`src/design/uctw_pkg.sv`:
```
`default_nettype none
package uctw_pkg;
	// register byte offsets on the avalon port
	localparam logic [7:0] UCTW_OFS_COMMAND = 8'h00;
	localparam logic [7:0] UCTW_OFS_MODE = 8'h04;
	localparam logic [7:0] UCTW_OFS_DIVISOR = 8'h08;
	localparam logic [7:0] UCTW_OFS_TXDATA = 8'h0C;
	localparam logic [7:0] UCTW_OFS_STATUS = 8'h10;
	localparam logic [7:0] UCTW_OFS_IRQ_EN = 8'h14;
	localparam logic [7:0] UCTW_OFS_IRQ_CLR = 8'h18;
	localparam logic [7:0] UCTW_OFS_WP_MODE = 8'h1C;
	localparam logic [7:0] UCTW_OFS_WPSR = 8'hE8;
	// command register fields
	localparam int UCTW_CMD_CLR_STATUS_BIT = 8;
	// mode register fields
	localparam int UCTW_MODE_NET_BIT = 0;
	localparam int UCTW_MODE_ABORT_BIT = 1;
	localparam int UCTW_MODE_TEST_LSB = 14;
	localparam int UCTW_MODE_TEST_MSB = 15;
	localparam logic [31:0] UCTW_MODE_RESET = 32'h0000_0000;
	// write protect mode enable bit
	localparam int UCTW_WP_EN_BIT = 0;
	// status / irq layout
	localparam int UCTW_ST_TX_DONE = 0;
	localparam int UCTW_ST_COLL = 1;
	localparam int UCTW_ST_EARLY = 2;
	localparam int UCTW_ST_HOLD_FREE = 4;
	localparam int UCTW_FLAG_W = 3;
	// protection status fields
	localparam int UCTW_WPSR_SEEN_BIT = 0;
	localparam int UCTW_WPSR_SRC_LSB = 8;
	localparam int UCTW_WPSR_SRC_MSB = 23;
	// divisor reset: bit period in clock cycles
	localparam logic [15:0] UCTW_DIV_RESET = 16'h0010;
	localparam logic [2:0] UCTW_LAST_BIT = 3'h7;

	// test mode encodings
	typedef enum logic [1:0] {
		UCTW_TM_NORMAL = 2'h0,
		UCTW_TM_ECHO = 2'h1,
		UCTW_TM_LOCAL = 2'h2,
		UCTW_TM_REMOTE = 2'h3
	} uctw_test_e;

	// transmitter states, one-hot
	typedef enum logic [3:0] {
		UCTW_TX_IDLE = 4'h1,
		UCTW_TX_START = 4'h2,
		UCTW_TX_DATA = 4'h4,
		UCTW_TX_STOP = 4'h8
	} uctw_tx_e;

	// avalon-mm slave request
	typedef struct packed {
		logic read;
		logic write;
		logic [7:0] address;
		logic [31:0] writedata;
	} uctw_av_req_s;

	// avalon-mm slave answer
	typedef struct packed {
		logic waitrequest;
		logic [31:0] readdata;
	} uctw_av_rsp_s;

	// serial pins
	typedef struct packed {
		logic rxd;
		logic collision;
	} uctw_line_in_s;
endpackage : uctw_pkg
`default_nettype wire

```
`src/design/uctw_top.sv`:
```
// Functional notes
// - network mode aborts frame on collision
// - early end first pulses end-of-frame trigger
// - hold transmit-ready low after collision abort
// - abort sets done, collision, early-end flags
// - status-reset clears collision and early-end flags (done kept), releases transmit-ready
// - three selectable test modes besides normal
// - loopback reroutes paths, pins optionally disconnected
// - normal: rx pin to receiver, tx to pin
// - violation source holds blocked write offset
// - violation bit set since last read, read-clears
// - source updates only on protected register write
//
// The Avalon-MM slave port is this design's own decision.
`timescale 1ns/10ps
`default_nettype none
module uctw_top (
	input wire logic clk,
	input wire logic sys_rst,
	input wire uctw_pkg::uctw_av_req_s av_req,
	output uctw_pkg::uctw_av_rsp_s av_rsp,
	input wire uctw_pkg::uctw_line_in_s line_in,
	output logic txd_pin,
	output logic rx_to_receiver,
	output logic tx_holding_free,
	output logic frame_end_trigger,
	output logic irq
);
	import uctw_pkg::*;

	// whole state of the block
	typedef struct packed {
		logic resp;                    // second cycle of a bus access
		logic [31:0] rdata;            // registered read data
		logic [31:0] mode;             // network and test mode
		logic [15:0] divisor;          // bit period in clocks
		logic [UCTW_FLAG_W-1:0] flags; // sticky event flags
		logic [UCTW_FLAG_W-1:0] irq_en;
		logic wp_en;                   // write protection on
		logic wp_seen;                 // violation since last read
		logic [15:0] wp_src;           // offset of blocked write
		logic [7:0] hold;              // holding register
		logic hold_full;
		logic [7:0] shift;             // shift register
		logic [2:0] bit_cnt;
		logic [15:0] baud_cnt;
		uctw_tx_e tx_st;
		logic tx_line;                 // transmitter output level
		logic trig;                    // end-of-frame trigger pulse
	} uctw_state_s;

	uctw_state_s s_q;
	uctw_state_s s_d;

	logic req;           // any bus request present
	logic acc_wr;        // write completes this edge
	logic acc_rd;        // read completes this edge
	logic prot_hit;      // target is a protected register
	logic wp_violation;  // blocked write this edge
	logic wr_ok;         // permitted write
	logic blocked;       // transmit-ready held down
	logic abort_ev;      // collision abort this edge
	logic baud_tick;     // one bit period elapsed
	logic frame_end;     // normal end of character
	logic [UCTW_FLAG_W-1:0] flag_set;
	logic [UCTW_FLAG_W-1:0] flag_clr;
	uctw_test_e test_mode;
	logic [31:0] status_word;
	logic [31:0] rmux;

	// bus decode helpers
	assign req = av_req.read | av_req.write;
	assign acc_wr = av_req.write & s_q.resp;
	assign acc_rd = av_req.read & s_q.resp;
	assign prot_hit = (av_req.address == UCTW_OFS_MODE) | (av_req.address == UCTW_OFS_DIVISOR);
	assign wp_violation = acc_wr & prot_hit & s_q.wp_en;
	assign wr_ok = acc_wr & ~wp_violation;
	assign test_mode = uctw_test_e'(s_q.mode[UCTW_MODE_TEST_MSB:UCTW_MODE_TEST_LSB]);

	// collision or early-end flag keeps the dma request low
	assign blocked = s_q.flags[UCTW_ST_COLL] | s_q.flags[UCTW_ST_EARLY];
	// abort only in network mode with abort enabled, during a frame
	assign abort_ev = s_q.mode[UCTW_MODE_NET_BIT] & s_q.mode[UCTW_MODE_ABORT_BIT]
		& line_in.collision & (s_q.tx_st != UCTW_TX_IDLE);
	assign baud_tick = (s_q.baud_cnt == 16'h0000);
	assign frame_end = (s_q.tx_st == UCTW_TX_STOP) & baud_tick & ~abort_ev;

	// live status word, flags in low bits
	always_comb begin
		status_word = 32'h0000_0000;
		status_word[UCTW_FLAG_W-1:0] = s_q.flags;
		status_word[UCTW_ST_HOLD_FREE] = tx_holding_free;
	end

	// read mux, unmapped offsets read zero
	always_comb begin
		rmux = 32'h0000_0000;
		if (av_req.address == UCTW_OFS_MODE) begin
			rmux = s_q.mode;
		end else if (av_req.address == UCTW_OFS_DIVISOR) begin
			rmux[15:0] = s_q.divisor;
		end else if (av_req.address == UCTW_OFS_STATUS) begin
			rmux = status_word;
		end else if (av_req.address == UCTW_OFS_IRQ_EN) begin
			rmux[UCTW_FLAG_W-1:0] = s_q.irq_en;
		end else if (av_req.address == UCTW_OFS_WP_MODE) begin
			rmux[UCTW_WP_EN_BIT] = s_q.wp_en;
		end else if (av_req.address == UCTW_OFS_WPSR) begin
			rmux[UCTW_WPSR_SEEN_BIT] = s_q.wp_seen;
			rmux[UCTW_WPSR_SRC_MSB:UCTW_WPSR_SRC_LSB] = s_q.wp_src;
		end else begin
			rmux = 32'h0000_0000;
		end
	end

	// flag set and clear terms, set wins
	always_comb begin
		flag_set = '0;
		flag_clr = '0;
		if (abort_ev) begin
			flag_set = '1;
		end
		if (frame_end & s_q.mode[UCTW_MODE_NET_BIT]) begin
			flag_set[UCTW_ST_TX_DONE] = 1'b1;
		end
		if (wr_ok & (av_req.address == UCTW_OFS_COMMAND) & av_req.writedata[UCTW_CMD_CLR_STATUS_BIT]) begin
			flag_clr[UCTW_ST_COLL] = 1'b1;
			flag_clr[UCTW_ST_EARLY] = 1'b1;
		end
		if (wr_ok & (av_req.address == UCTW_OFS_IRQ_CLR)) begin
			flag_clr = flag_clr | av_req.writedata[UCTW_FLAG_W-1:0];
		end
	end

	// next state of the whole block
	always_comb begin
		s_d = s_q;
		s_d.trig = 1'b0;
		// bus handshake: first cycle waits, second completes
		s_d.resp = req & ~s_q.resp;
		if (req & ~s_q.resp) begin
			s_d.rdata = rmux;
		end
		// permitted register writes
		if (wr_ok) begin
			if (av_req.address == UCTW_OFS_MODE) begin
				s_d.mode = av_req.writedata;
			end else if (av_req.address == UCTW_OFS_DIVISOR) begin
				s_d.divisor = av_req.writedata[15:0];
			end else if (av_req.address == UCTW_OFS_IRQ_EN) begin
				s_d.irq_en = av_req.writedata[UCTW_FLAG_W-1:0];
			end else if (av_req.address == UCTW_OFS_WP_MODE) begin
				s_d.wp_en = av_req.writedata[UCTW_WP_EN_BIT];
			end else if (av_req.address == UCTW_OFS_TXDATA) begin
				// ignored while holding is full or transmit-ready is held down
				if (~s_q.hold_full & ~blocked) begin
					s_d.hold = av_req.writedata[7:0];
					s_d.hold_full = 1'b1;
				end
			end else begin
				s_d.mode = s_q.mode;
			end
		end
		// protection status: read clears, a new violation wins
		if (acc_rd & (av_req.address == UCTW_OFS_WPSR)) begin
			s_d.wp_seen = 1'b0;
		end
		if (wp_violation) begin
			s_d.wp_seen = 1'b1;
			s_d.wp_src = {8'h00, av_req.address};
		end
		// sticky flags
		s_d.flags = (s_q.flags & ~flag_clr) | flag_set;
		// bit period counter
		if (baud_tick | (s_q.tx_st == UCTW_TX_IDLE)) begin
			s_d.baud_cnt = s_q.divisor - 16'h0001;
		end else begin
			s_d.baud_cnt = s_q.baud_cnt - 16'h0001;
		end
		// transmitter sequence
		case (s_q.tx_st)
			UCTW_TX_IDLE: begin
				s_d.tx_line = 1'b1;
				if (s_q.hold_full) begin
					s_d.shift = s_q.hold;
					s_d.hold_full = 1'b0;
					s_d.tx_line = 1'b0;
					s_d.tx_st = UCTW_TX_START;
				end
			end
			UCTW_TX_START: begin
				if (baud_tick) begin
					s_d.tx_line = s_q.shift[0];
					s_d.bit_cnt = 3'h0;
					s_d.tx_st = UCTW_TX_DATA;
				end
			end
			UCTW_TX_DATA: begin
				if (baud_tick) begin
					if (s_q.bit_cnt == UCTW_LAST_BIT) begin
						s_d.tx_line = 1'b1;
						s_d.tx_st = UCTW_TX_STOP;
					end else begin
						s_d.shift = {1'b0, s_q.shift[7:1]};
						s_d.tx_line = s_q.shift[1];
						s_d.bit_cnt = s_q.bit_cnt + 3'h1;
					end
				end
			end
			UCTW_TX_STOP: begin
				if (baud_tick) begin
					s_d.trig = 1'b1;
					s_d.tx_st = UCTW_TX_IDLE;
				end
			end
			default: begin
				s_d.tx_st = UCTW_TX_IDLE;
			end
		endcase
		// collision abort overrides the sequence
		if (abort_ev) begin
			s_d.tx_st = UCTW_TX_IDLE;
			s_d.tx_line = 1'b1;
			s_d.trig = 1'b1;
			// pending data dropped; software reprograms the dma channel
			s_d.hold_full = 1'b0;
		end
	end

	// state register
	always_ff @(posedge clk or posedge sys_rst) begin
		if (sys_rst) begin
			s_q <= '0;
			s_q.mode <= UCTW_MODE_RESET;
			s_q.divisor <= UCTW_DIV_RESET;
			s_q.tx_st <= UCTW_TX_IDLE;
			s_q.tx_line <= 1'b1;
		end else begin
			s_q <= s_d;
		end
	end

	// pin routing per test mode
	always_comb begin
		case (test_mode)
			UCTW_TM_NORMAL: begin
				rx_to_receiver = line_in.rxd;
				txd_pin = s_q.tx_line;
			end
			UCTW_TM_ECHO: begin
				// receiver still listens, pin echoes input
				rx_to_receiver = line_in.rxd;
				txd_pin = line_in.rxd;
			end
			UCTW_TM_LOCAL: begin
				// internal loop, pins disconnected
				rx_to_receiver = s_q.tx_line;
				txd_pin = 1'b1;
			end
			UCTW_TM_REMOTE: begin
				// external loop, receiver idle
				rx_to_receiver = 1'b1;
				txd_pin = line_in.rxd;
			end
			default: begin
				rx_to_receiver = line_in.rxd;
				txd_pin = s_q.tx_line;
			end
		endcase
	end

	// outputs
	assign tx_holding_free = ~s_q.hold_full & ~blocked;
	assign frame_end_trigger = s_q.trig;
	assign irq = |(s_q.flags & s_q.irq_en);
	assign av_rsp.waitrequest = req & ~s_q.resp;
	assign av_rsp.readdata = s_q.rdata;

	// checks
	chk_abort_to_idle: assert property (@(posedge clk) disable iff (sys_rst)
		abort_ev |=> (s_q.tx_st == UCTW_TX_IDLE) && s_q.tx_line)
		else $error("abort did not end the frame");

	chk_abort_trigger: assert property (@(posedge clk) disable iff (sys_rst)
		abort_ev |=> frame_end_trigger ##1 !frame_end_trigger)
		else $error("no single end-of-frame pulse on abort");

	chk_ready_held_low: assert property (@(posedge clk) disable iff (sys_rst)
		abort_ev |=> !tx_holding_free throughout (s_q.flags[UCTW_ST_COLL] [*1]))
		else $error("transmit-ready rose after abort");

	chk_abort_flags: assert property (@(posedge clk) disable iff (sys_rst)
		abort_ev |=> s_q.flags[UCTW_ST_TX_DONE] && s_q.flags[UCTW_ST_COLL] && s_q.flags[UCTW_ST_EARLY])
		else $error("abort flags not set");

	chk_status_release: assert property (@(posedge clk) disable iff (sys_rst)
		(blocked && !abort_ev && (flag_clr[UCTW_ST_COLL] && flag_clr[UCTW_ST_EARLY]))
		|=> !blocked ##0 (tx_holding_free == !s_q.hold_full))
		else $error("status reset did not release transmit-ready");

	chk_ready_vs_flags: assert property (@(posedge clk) disable iff (sys_rst)
		blocked |-> !tx_holding_free)
		else $error("transmit-ready high with collision flag");

	chk_normal_route: assert property (@(posedge clk) disable iff (sys_rst)
		(test_mode == UCTW_TM_NORMAL) |-> (txd_pin == s_q.tx_line) && (rx_to_receiver == line_in.rxd))
		else $error("normal routing wrong");

	chk_local_loop: assert property (@(posedge clk) disable iff (sys_rst)
		(test_mode == UCTW_TM_LOCAL) |-> txd_pin && (rx_to_receiver == s_q.tx_line))
		else $error("local loopback routing wrong");

	chk_wp_source: assert property (@(posedge clk) disable iff (sys_rst)
		wp_violation |=> s_q.wp_seen && (s_q.wp_src == {8'h00, $past(av_req.address)}))
		else $error("violation source not captured");

	chk_wp_src_hold: assert property (@(posedge clk) disable iff (sys_rst)
		!wp_violation |=> $stable(s_q.wp_src))
		else $error("violation source changed without violation");

	chk_wp_readclr: assert property (@(posedge clk) disable iff (sys_rst)
		(acc_rd && (av_req.address == UCTW_OFS_WPSR) && !wp_violation) |=> !s_q.wp_seen)
		else $error("violation flag not cleared by read");

	chk_bus_answer: assert property (@(posedge clk) disable iff (sys_rst)
		(req && av_rsp.waitrequest) ##1 req |-> !av_rsp.waitrequest)
		else $error("bus answer later than one cycle");

	chk_echo_route: assert property (@(posedge clk) disable iff (sys_rst)
		(test_mode == UCTW_TM_ECHO) |-> (txd_pin == line_in.rxd) && (rx_to_receiver == line_in.rxd))
		else $error("echo routing wrong");

	chk_remote_loop: assert property (@(posedge clk) disable iff (sys_rst)
		(test_mode == UCTW_TM_REMOTE) |-> (txd_pin == line_in.rxd) && rx_to_receiver)
		else $error("remote loopback routing wrong");

	chk_blocked_write: assert property (@(posedge clk) disable iff (sys_rst)
		(wr_ok && (av_req.address == UCTW_OFS_TXDATA) && blocked) |=> $stable(s_q.hold) && !s_q.hold_full)
		else $error("data accepted while transmit-ready held down");

	chk_wp_blocks: assert property (@(posedge clk) disable iff (sys_rst)
		wp_violation |=> $stable(s_q.mode) && $stable(s_q.divisor))
		else $error("protected register changed by blocked write");
endmodule : uctw_top
`default_nettype wire

```
`config.mk`:
```
export PLATFORM = sky130hd
export DESIGN_NAME = uctw_top
export DESIGN_NICKNAME = d
export VERILOG_FILES = /design/src/design/uctw_pkg.sv /design/src/design/uctw_top.sv
export SDC_FILE = /design/constraint.sdc
export NUM_CORES = 1
export LEC_CHECK = 0
export ABC_AREA = 1
export BUFFER_PORTS_ARGS = -buffer_cell sky130_fd_sc_hd__buf_4
export CORE_MARGIN = 5
export CORE_UTILIZATION = 45
export CTS_BUF_LIST = sky130_fd_sc_hd__clkbuf_8
export DETAILED_ROUTE_END_ITERATION = 8
export PLACE_DENSITY = 0.67
export SYNTH_ARGS = -nofsm -noshare
export SYNTH_HDL_FRONTEND = slang
export SYNTH_SLANG_ARGS = --single-unit
```
`constraint.sdc`:
```
create_clock -name clk -period 4.1 [get_ports clk]
set_input_delay 0.615 -clock clk [delete_from_list [all_inputs] [get_ports clk]]
set_output_delay 0.615 -clock clk [all_outputs]
set_load 0.01 [all_outputs]
```
==> results.json, run 1 <==
{
  "status": "finished clean",
  "p_leak_nw": 3.95,
  "antenna_found_initial": 0,
  "start_util_pct": 45.8,
  "area_growth_pct": 12.4,
  "die_w_um": 134,
  "slew_violations": 0,
  "seq_area_um2": 3480,
  "cts_hold_buffers": 0,
  "p_per_area_nw_per_um2": 511,
  "dpl.hpwl_mm": 10.8,
  "postCtsSetupBuffers": 0,
  "numCtsBuffers": 17,
  "rows": 45,
  "cts_max_path_buffers": 2,
  "hold_viol": 0,
  "cp-end-kind": "flop",
  "drive_above_1_share_pct": 20.6,
  "yosysWarnings": 0,
  "path_max_fanout": 24,
  "diodes": 0,
  "relSlewSlack_pct": 49.9,
  "synthCells": 818,
  "cts_tree": "done",
  "path_clk_slew_ns": 0.07,
  "setup_violations": 0,
  "peakVddDrop_uv": 248,
  "total_power_mw": 3.99,
  "setup_slack_ns": 1.73,
  "critPathLaunchType": "flop",
  "ys_seq_elements": 139,
  "synth-edff-count": 0,
  "cts_resized": 0,
  "globalplace.congestion": 0.822,
  "fin_setup_tns_ns": 0,
  "gr-total-overflow": 0,
  "ys_types": 40,
  "preCtsSetupSlack_ns": 1.39,
  "core-area_um2": 15100,
  "fin_util_pct": 51.5,
  "die-height_um": 134,
  "post_drt_wl_per_cell_um": 14.6,
  "worst_slew_pin_slew_ns": 0.752,
  "num-fill-cells": 1407,
  "pin_count": 84,
  "cts_root_buffer": "clkbuf_8",
  "period_share_pct": 57.8,
  "max-cap-violations": 0,
  "nNetsFinal": 911,
  "grt_pass1_wl_mm": 25.8,
  "post-route-drc-count": 0,
  "criticalPathCategory": "flop to flop",
  "skew_ns": 0.0102,
  "synth_area_um2": 6940,
  "fin_crit_ns": 2.37,
  "ys_seq_area_share_pct": 50.2,
  "drt-initial-drc-count": 357,
  "multi_input_area_um2": 2680,
  "worstPathArrival_ns": 2.72,
  "syn_avg_cell_area_um2": 8.49,
  "ant_nets": 0,
  "grt_util_all_layers_pct": 17.8,
  "syn_nets": 867,
  "fmax_ghz": 0.422,
  "cts_sinks": 139,
  "wl_mm": 15.5,
  "dr.pass1.iters": 5,
  "min-delay-path-class": "input pin to async pin",
  "rsz0062_at_grt": "false",
  "grt_pass1_vias": 5225,
  "required_ns": 4.45,
  "grt_max_degree": 140,
  "vias_per_cell": 5.08,
  "die-area_um2": 18000,
  "vias": 5398,
  "synthFlopType": "dfrtp_1",
  "holdWs_ns": 0.355,
  "async_flop_share_pct": 100,
  "port_buffers": 83,
  "h-tree-depth": 4,
  "clock_latency_ns": 0.46
}
## metal layers
| metal | share of wire [%] | GRT usage (%) | vias to the layer above |
|---|---|---|---|
| met5 | 0 | 0 | - |
| met4 | 1.9 | 7.35 | 0 |
| li1 | - | - | 2693 |
| met3 | 5.2 | 2.96 | 23 |
| met2 | 45 | 27.2 | 146 |
| met1 | 47 | 25.4 | 2536 |
## stage by stage
| stage | instances | area [um^2] |
|---|---|---|
| after CTS | 1062 | 7800 |
| after detailed placement | 1031 | 7410 |
| after global placement | 1031 | 7410 |
| final | 1062 | 7800 |
| after floorplan | 818 | 6950 |
| after global routing | 1062 | 7800 |
## flip-flops by register name (all words and copies together), names as in the netlist
signal             count
av_rsp                32
s_q                  106
frame_end_trigger      1
## critical path: stages, from the launching register on
cell and delay (ns):
dfrtp_1 0.39, nor2_1 0.10, nand2_1 0.08, nor2_2 0.21, nand2_4 0.21, nand2_4 0.23
nand2_1 0.11, nand2_2 0.12, ha_1 0.21, nand3_2 0.16, nor3_4 0.26, nand2_1 0.08
nand2_1 0.06, nand2_1 0.05
## area by class of cell
cell class / instances / area share (%)
clock buffer: 18 / 3.18
clock inverter: 13 / 1.86
inverter: 92 / 4.47
multi-input combinational: 525 / 34.3
sequential: 139 / 44.6
tap: 188 / 3.02
timing repair buffer: 87 / 8.53
## path summary, 6_finish.rpt
kind                                 from  endpoint  slack (ns)  depth (start not counted)
worst max-delay path              s_q[19]   s_q[20]        1.73                         13
min in group clk                av_req[1]   s_q[61]        0.37                          3
worst min register to register    s_q[48]   s_q[48]        0.47                          2
worst min-delay path              sys_rst  s_q[111]        0.36                          3
max in group asynchronous         sys_rst   s_q[46]        3.19                          3
worst max register to register    s_q[19]   s_q[20]        1.73                         13
## cell usage in the layout, fill, tap and decap left out, types with 7 or more instances in the layout
cell type,instances
nand2_1,199
dfrtp_1,136
inv_1,86
buf_4,86
nor2_1,64
o21ai_0,59
nand3_1,43
a21oi_1,28
clkbuf_8,18
o31ai_1,16
o21ai_1,15
nand2_2,13
a21oi_2,12
nor2_2,10
a31oi_1,9
nor2_4,7
## synth_stat cells, types with 2 or more instances
cell / instances / area share [%]
nand2_1: 199 / 11
dfrtp_1: 136 / 49
inv_1: 86 / 4.6
nor2_1: 64 / 3.5
o21ai_0: 59 / 4.3
nand3_1: 43 / 3.1
buf_4: 37 / 4.0
a21oi_1: 28 / 2.0
o31ai_1: 16 / 1.7
o21ai_1: 15 / 1.1
nand2_2: 13 / 1.2
a21oi_2: 12 / 1.5
clkbuf_1: 11 / 0.59
nor2_2: 10 / 0.90
a31oi_1: 9 / 0.81
buf_6: 8 / 1.3
nor2_4: 7 / 1.1
buf_2: 6 / 0.43
nor3_1: 6 / 0.43
nand3b_1: 5 / 0.54
nand4_1: 5 / 0.45
xor2_1: 5 / 0.63
inv_2: 4 / 0.22
o211ai_1: 4 / 0.43
dfstp_2: 3 / 1.1
ha_1: 3 / 0.54
mux2i_1: 3 / 0.43
nand2_4: 3 / 0.49
nand3_2: 3 / 0.43
clkinv_1: 2 / 0.11
nand3_4: 2 / 0.50
nor3_4: 2 / 0.47
xnor2_1: 2 / 0.25
## logic make-up (layout without fill, tap and decap cells)
| family | Yosys count | after routing | share of synthesized area, % |
|---|---|---|---|
| xor gates and xnor gates | 7 | 7 | 0.883 |
| muxes | 3 | 3 | 0.433 |
| AOI/OAI and AO/OA | 146 | 146 | 12.2 |
| buffers and inverters | 154 | 210 | 11.3 |
| adders and majority gates | 3 | 3 | 0.541 |
| DFF | 139 | 139 | 50.2 |
| and+or+nand+nor | 366 | 366 | 24.5 |
## power breakdown
part	switching, mW	total (mW)	internal (mW)
Clock	0.554	1.11	0.558
Sequential	0.0852	1.60	1.52
Combinational	0.812	1.28	0.466
Total	1.45	3.99	2.54
Note: power is estimated with default switching activity, not from simulation.
==> inputs of run 2 (changes only) <==
--- a/config.mk
+++ b/config.mk
@@ -5,13 +5,12 @@
 export SDC_FILE = /design/constraint.sdc
 export NUM_CORES = 1
 export LEC_CHECK = 0
-export ABC_AREA = 1
+export ABC_AREA = 0
 export BUFFER_PORTS_ARGS = -buffer_cell sky130_fd_sc_hd__buf_4
 export CORE_MARGIN = 5
 export CORE_UTILIZATION = 45
 export CTS_BUF_LIST = sky130_fd_sc_hd__clkbuf_8
 export DETAILED_ROUTE_END_ITERATION = 8
-export PLACE_DENSITY = 0.67
 export SYNTH_ARGS = -nofsm -noshare
 export SYNTH_HDL_FRONTEND = slang
 export SYNTH_SLANG_ARGS = --single-unit
==> constraint.sdc (replaced) <==
create_clock -name clk -period 2.47 [get_ports clk]
set_input_delay 0.3705 -clock clk [delete_from_list [all_inputs] [get_ports clk]]
set_output_delay 0.3705 -clock clk [all_outputs]
set_load 0.01 [all_outputs]
==> run 2 against run 1 <==
  * Largest cell class unchanged
  * Critical path depth down 2
  * Final area up 4.7%
  * Hold slack worse by 0.32 ns
  * Maximum frequency down 9.6%
  * First-iteration DRC count down 21%
  * Setup slack worse by 1.9 ns
  * The run now ends with setup timing left
  * Sequential power up 64%
==> results.json, run 2 <==
{
  "fin_util_pct": 56.2,
  "cp-endpoint": "s_q[12]",
  "h-tree-depth": 4,
  "grt_util_all_layers_pct": 18.6,
  "critPathLaunchType": "flop",
  "synthAdderAreaFrac_pct": 0.561,
  "pin_count": 84,
  "switching_share_pct": 31.3,
  "criticalPathCategory": "flop to flop",
  "preCtsSetupSlack_ns": -0.244,
  "skew_ns": 0.00894,
  "vias_per_cell": 5.43,
  "violations": "setup timing",
  "gr-total-overflow": 0,
  "p_leak_nw": 4.01,
  "worstSetupStartpoint": "s_q[16]",
  "drive_above_1_share_pct": 38.8,
  "hold_viol": 0,
  "synth-edff-count": 0,
  "path_cells": "nor4_2 -> buf_4 -> nand4_1 -> o21ai_4 -> mux2i_2 -> ha_2 -> nand2_4 -> or4_4 -> xnor2_2 -> nor2_1 -> a21oi_2",
  "cts_tree": "done",
  "core-area_um2": 14500,
  "timing.rr.start": "s_q[16]",
  "period_share_pct": 106,
  "yosysWarnings": 0,
  "slew_violations": 0,
  "wl_mm": 16.1,
  "diodes": 0,
  "fin_crit_ns": 2.63,
  "yosys.area.top_type": "dfrtp_1",
  "post_drt_wl_per_cell_um": 17.9,
  "cts_hold_buffers": 0,
  "rrSetupSlack_ns": -0.16,
  "synth_area_leaders": "dfrtp_1 (51%), mux2_2 (10%), buf_4 (4.3%)",
  "cp-end-kind": "flop",
  "die-height_um": 132,
  "syn_nets": 658,
  "numCtsBuffers": 17,
  "min-delay-path-class": "input pin to async pin",
  "netlist.area_leader.share_pct": 50.9,
  "globalplace.congestion": 0.865,
  "largest_reg_flops": 106,
  "drt-initial-drc-count": 281,
  "port_buffers": 83,
  "ys_seq_area_share_pct": 52.0,
  "vias": 4887,
  "synth.most_common_cell": "dfrtp_1",
  "rr_worst_depth": 11,
  "start_util_pct": 46.0,
  "synth-xor-area-share_pct": 2.60,
  "holdWs_ns": 0.0353,
  "syn_avg_cell_area_um2": 11.0,
  "ys_top_cells_by_count": "dfrtp_1 (136), nand2_1 (73), mux2_2 (62)",
  "rsz0062_at_grt": "true",
  "cts_max_path_buffers": 2,
  "synthFlopType": "dfrtp_1",
  "grt_pass1_vias": 4994,
  "cts_root_buffer": "clkbuf_8",
  "layout_common_cells": "dfrtp_1 (136), buf_4 (131), nand2_1 (73)",
  "power.share.clock_pct": 26.3,
  "crit_path_max_incr_delay_ns": 0.42,
  "registers.top_by_ff_count": "s_q",
  "synthMuxAreaShare_pct": 12.8,
  "p_per_area_nw_per_um2": 946,
  "async_flop_share_pct": 100,
  "required_ns": 2.80,
  "relSlewSlack_pct": 63.2,
  "rows": 44,
  "clock_latency_ns": 0.44,
  "nNetsFinal": 753,
  "status": "finished, violations left",
  "ant_nets": 0,
  "p_sw_mw": 2.42,
  "path_max_fanout": 3,
  "post-route-drc-count": 0,
  "grt_pass1_wl_mm": 26.2,
  "antenna_found_initial": 0,
  "area_growth_pct": 22.1,
  "synth_top_family_by_area": "simple AND/OR/NAND/NOR gates",
  "synthCells": 609,
  "setup_slack_ns": -0.155,
  "grt_max_degree": 78,
  "peakVddDrop_uv": 506,
  "p_comb_share_pct": 39.7,
  "cpMaxStageDelayCell": "or4_4",
  "rr_endpoint": "s_q[12]",
  "die_w_um": 132,
  "final_common_cell": "dfrtp_1",
  "ys_types": 69,
  "dpl.hpwl_mm": 11.2,
  "path_clk_slew_ns": 0.08,
  "worst_slew_pin_slew_ns": 0.548,
  "synth_compound_area_share_pct": 8.19,
  "internal-power_mw": 5.31,
  "synthSimpleGateAreaFrac_pct": 16.4,
  "place_inst": 857,
  "max-cap-violations": 0,
  "place_area_um2": 7510,
  "total_power_mw": 7.73,
  "cts_sinks": 139,
  "fmax_ghz": 0.381,
  "synth_area_um2": 6690,
  "die-area_um2": 17400,
  "final-instance-count-excl-fill": 900,
  "worstPathArrival_ns": 2.96,
  "fin_setup_tns_ns": -0.368,
  "dr.pass1.iters": 5,
  "setup_violations": 5,
  "fin_area_um2": 8170,
  "ys_seq_elements": 139,
  "p_seq_share_pct": 34.0
}
-- run 2: final cells by class --
class,count,area [um^2]
Fill cell,1296,6360
Sequential cell,139,3480
Multi-Input combinational cell,398,2830
Timing Repair Buffer,140,1140
Clock buffer,22,303
Tap cell,184,230
Clock inverter,9,144
Inverter,8,33.8
-- run 2: layer usage --
| metal | track usage [%] | vias to the layer above | wire length [um] |
|---|---|---|---|
| met5 | 0 | - | 0 |
| li1 | - | 2302 | - |
| met1 | 25.0 | 2459 | 7270 |
| met4 | 6.57 | 0 | 206 |
| met2 | 29.6 | 109 | 7970 |
| met3 | 4.50 | 17 | 670 |
-- run 2: critical path, delay by kind of cell, from the launching register on --
| kind | cells | cell delay [ns] |
|---|---|---|
| compound gates | 2 | 0.27 |
| xor+xnor | 1 | 0.14 |
| fa+ha+maj | 1 | 0.24 |
| buf+inv | 1 | 0.16 |
| flops | 1 | 0.41 |
| mux | 1 | 0.27 |
| simple gates | 5 | 1.01 |
-- run 2: power groups by stage --
stage               Combinational (mW)  Clock (mW)  Sequential [mW]
floorplan                         1.87           0             2.65
global placement                  2.38           0             2.65
detailed placement                2.44           0             2.66
CTS                               2.60        2.09             2.62
global route                      3.36        2.18             2.64
finish                            3.07        2.03             2.63
-- run 2: what timing repair did --
item                                    CTS  global route
endpoints found under the hold margin     0             0
gates cloned                              0             2
pin swaps                                 7            10
setup buffers                             2            10
endpoints found under the setup margin   13            21
gates resized for setup                   9            17
-- run 2: kinds of logic (layout without fill, tap and decap cells) --
kind of cell	Yosys count	after routing
mux	78	78
buf+inv	73	179
simple gates	216	217
flops	139	139
xor+xnor	19	19
fa+ha+maj	3	3
compound gates	81	81
-- run 2: how the worst min path moves through the flow --
stage          startpoint         end  slack [ns]
3_5_place_dp   av_rsp[18]  av_rsp[18]        0.46
5_1_grt           sys_rst  av_rsp[25]        0.05
2_1_floorplan  av_rsp[16]  av_rsp[16]        0.44
4_1_cts           sys_rst  av_rsp[25]        0.02
6_report          sys_rst  av_rsp[25]        0.04
3_3_place_gp   av_rsp[26]  av_rsp[26]        0.45
==> inputs of run 3 (changes only) <==
--- a/config.mk
+++ b/config.mk
@@ -11,6 +11,8 @@
 export CORE_UTILIZATION = 45
 export CTS_BUF_LIST = sky130_fd_sc_hd__clkbuf_8
 export DETAILED_ROUTE_END_ITERATION = 8
+export REMOVE_ABC_BUFFERS = 1
+export SETUP_SLACK_MARGIN = 0.1
 export SYNTH_ARGS = -nofsm -noshare
 export SYNTH_HDL_FRONTEND = slang
 export SYNTH_SLANG_ARGS = --single-unit
==> run 3 against run 2 <==
  * The flow still finishes with violations (setup timing)
  * Global-route usage grew 0.53 points
  * Non-clock buffer count is the same
  * Die area is the same
  * Cell count is the same
  * Clock power shrank 8%
  * Routed wire length grew 0.57%
  * Flip-flop and latch count is the same
  * Core utilization shrank 0.33 points
  * Critical endpoint unchanged
==> results.json, run 3 (synthesis results as in run 2) <==
{
  "nNetsFinal": 752,
  "grt_pass1_vias": 5225,
  "p_comb_share_pct": 40.3,
  "cp-end-kind": "flop",
  "slew_violations": 0,
  "cts_max_path_buffers": 2,
  "clock_latency_ns": 0.45,
  "pin_count": 84,
  "grt_max_degree": 58,
  "vias": 4853,
  "violations": "setup timing",
  "drive_above_1_share_pct": 39.4,
  "largest_reg_flops": 106,
  "relSlewSlack_pct": 65.4,
  "max-cap-violations": 0,
  "dr.pass1.iters": 4,
  "power.share.clock_pct": 24.8,
  "hold_depth": 2,
  "port_buffers": 83,
  "rrSetupSlack_ns": -0.16,
  "worst_slew_pin_slew_ns": 0.517,
  "rsz0062_at_grt": "true",
  "worstPathArrival_ns": 2.97,
  "cp_top_family": "simple AND/OR/NAND/NOR gates",
  "area_growth_pct": 21.4,
  "preCtsSetupSlack_ns": -0.214,
  "period_share_pct": 106,
  "criticalPathCategory": "flop to flop",
  "cts_root_buffer": "clkbuf_8",
  "status": "finished, violations left",
  "critPathLaunchType": "flop",
  "crit_buf_inv": 0,
  "total_power_mw": 7.53,
  "hold_viol": 0,
  "p_sw_mw": 2.50,
  "rows": 44,
  "fin_crit_ns": 2.63,
  "skew_ns": 0.00794,
  "layout_common_cells": "dfrtp_1 (136), buf_4 (132), nand2_1 (73)",
  "grt_util_all_layers_pct": 19.2,
  "min-delay-path-class": "input pin to flop",
  "diodes": 0,
  "internal-power_mw": 5.04,
  "die-height_um": 132,
  "holdWs_ns": 0.128,
  "registers.top_by_ff_count": "s_q",
  "peakVddDrop_uv": 519,
  "cpMaxStageDelayCell": "or4_4",
  "p_per_area_nw_per_um2": 927,
  "gr-total-overflow": 0,
  "core-area_um2": 14500,
  "timing.rr.start": "s_q[16]",
  "die_w_um": 132,
  "p_seq_share_pct": 34.8,
  "setup_violations": 3,
  "final_common_cell": "dfrtp_1",
  "path_cells": "nor4_2 -> nand4_1 -> o21ai_4 -> mux2i_2 -> ha_2 -> nand2_4 -> or4_4 -> xnor2_2 -> nor2_2 -> a21oi_2",
  "cts_sinks": 139,
  "vias_per_cell": 5.39,
  "rr_worst_depth": 10,
  "fmax_ghz": 0.380,
  "place_inst": 859,
  "drt-initial-drc-count": 302,
  "globalplace.congestion": 0.892,
  "hp-start": "av_req[21]",
  "p_leak_nw": 3.98,
  "switching_share_pct": 33.1,
  "rr_endpoint": "s_q[12]",
  "fin_setup_tns_ns": -0.301,
  "cts_tree": "done",
  "h-tree-depth": 4,
  "path_clk_slew_ns": 0.08,
  "final-instance-count-excl-fill": 900,
  "wl_mm": 16.2,
  "numCtsBuffers": 17,
  "dpl.hpwl_mm": 11.6,
  "path_max_fanout": 5,
  "crit_path_max_incr_delay_ns": 0.42,
  "start_util_pct": 46.0,
  "ant_nets": 0,
  "grt_pass1_wl_mm": 27.0,
  "required_ns": 2.81,
  "setup_slack_ns": -0.160,
  "die-area_um2": 17400,
  "post-route-drc-count": 0,
  "post_drt_wl_per_cell_um": 18.0,
  "worstHoldEndpoint": "s_q[103]",
  "antenna_found_initial": 0
}
run 3: changes by cell type in the layout (fill, tap and decap cells not counted), moves of 2 or more:
| cell | before | now |
|---|---|---|
| buf_6 | 3 | 1 |
| bufinv_16 | 4 | 2 |
| clkinv_2 | 1 | 5 |
| clkinv_4 | 0 | 2 |
| inv_1 | 9 | 6 |
| nor2_1 | 42 | 40 |
| nor2_2 | 3 | 5 |
run 3: area by class of cell:
type	count	area, um^2
multi-input combinational	397	2840
inverter	8	35.0
clock inverter	11	118
sequential	139	3480
tap	184	230
clock buffer	21	289
fill	1302	6410
timing repair buffer	140	1130
run 3: worst max path at each step:
stage	start	endpoint	slack [ns]	cells after the start
2_1_floorplan	sys_rst	av_rsp[0]	-1.62	1
3_3_place_gp	s_q[13]	s_q[12]	-0.12	10
3_5_place_dp	s_q[13]	s_q[12]	-0.21	10
4_1_cts	s_q[13]	s_q[12]	-0.14	10
5_1_grt	s_q[16]	s_q[12]	-0.27	10
6_report	s_q[16]	s_q[12]	-0.16	10
run 3: timing repair:
| action | 4_1_cts | 5_1_grt |
|---|---|---|
| hold buffers | 1 | 0 |
| pin swaps | 6 | 9 |
| hold endpoints to repair | 32 | 0 |
| gates resized for setup | 10 | 19 |
| setup endpoints to repair | 11 | 13 |
| buffers inserted | 0 | 8 |
run 3: layer usage:
layer,wire (um),track usage (%)
met1,7340,25.8
met5,0,0
met3,671,4.27
met2,8020,30.6
met4,181,6.80
run 3: per-stage QoR:
step | instance area [um^2] | utilization [%]
6_report | 8120 | 55.9
2_1_floorplan | 6230 | -
3_3_place_gp | 7500 | 51.6
4_1_cts | 7960 | 54.8
5_1_grt | 8120 | 55.9
3_5_place_dp | 7500 | 51.6
run 3: worst register-to-register path, cell delays in order, from the launching register on:
cell	delay [ns]
dfrtp_1	0.39
nor4_2	0.35
nand4_1	0.23
o21ai_4	0.27
mux2i_2	0.27
ha_2	0.24
nand2_4	0.06
or4_4	0.43
xnor2_2	0.15
nor2_2	0.10
a21oi_2	0.04
run 3: power groups by stage:
| stage | registers [mW] | clock network [mW] | logic (mW) |
|---|---|---|---|
| after global placement | 2.64 | 0 | 2.40 |
| after CTS | 2.62 | 1.91 | 2.64 |
| final | 2.62 | 1.87 | 3.04 |
| after floorplan | 2.68 | 0 | 1.62 |
| after global routing | 2.64 | 2.02 | 3.30 |
| after detailed placement | 2.66 | 0 | 2.50 |
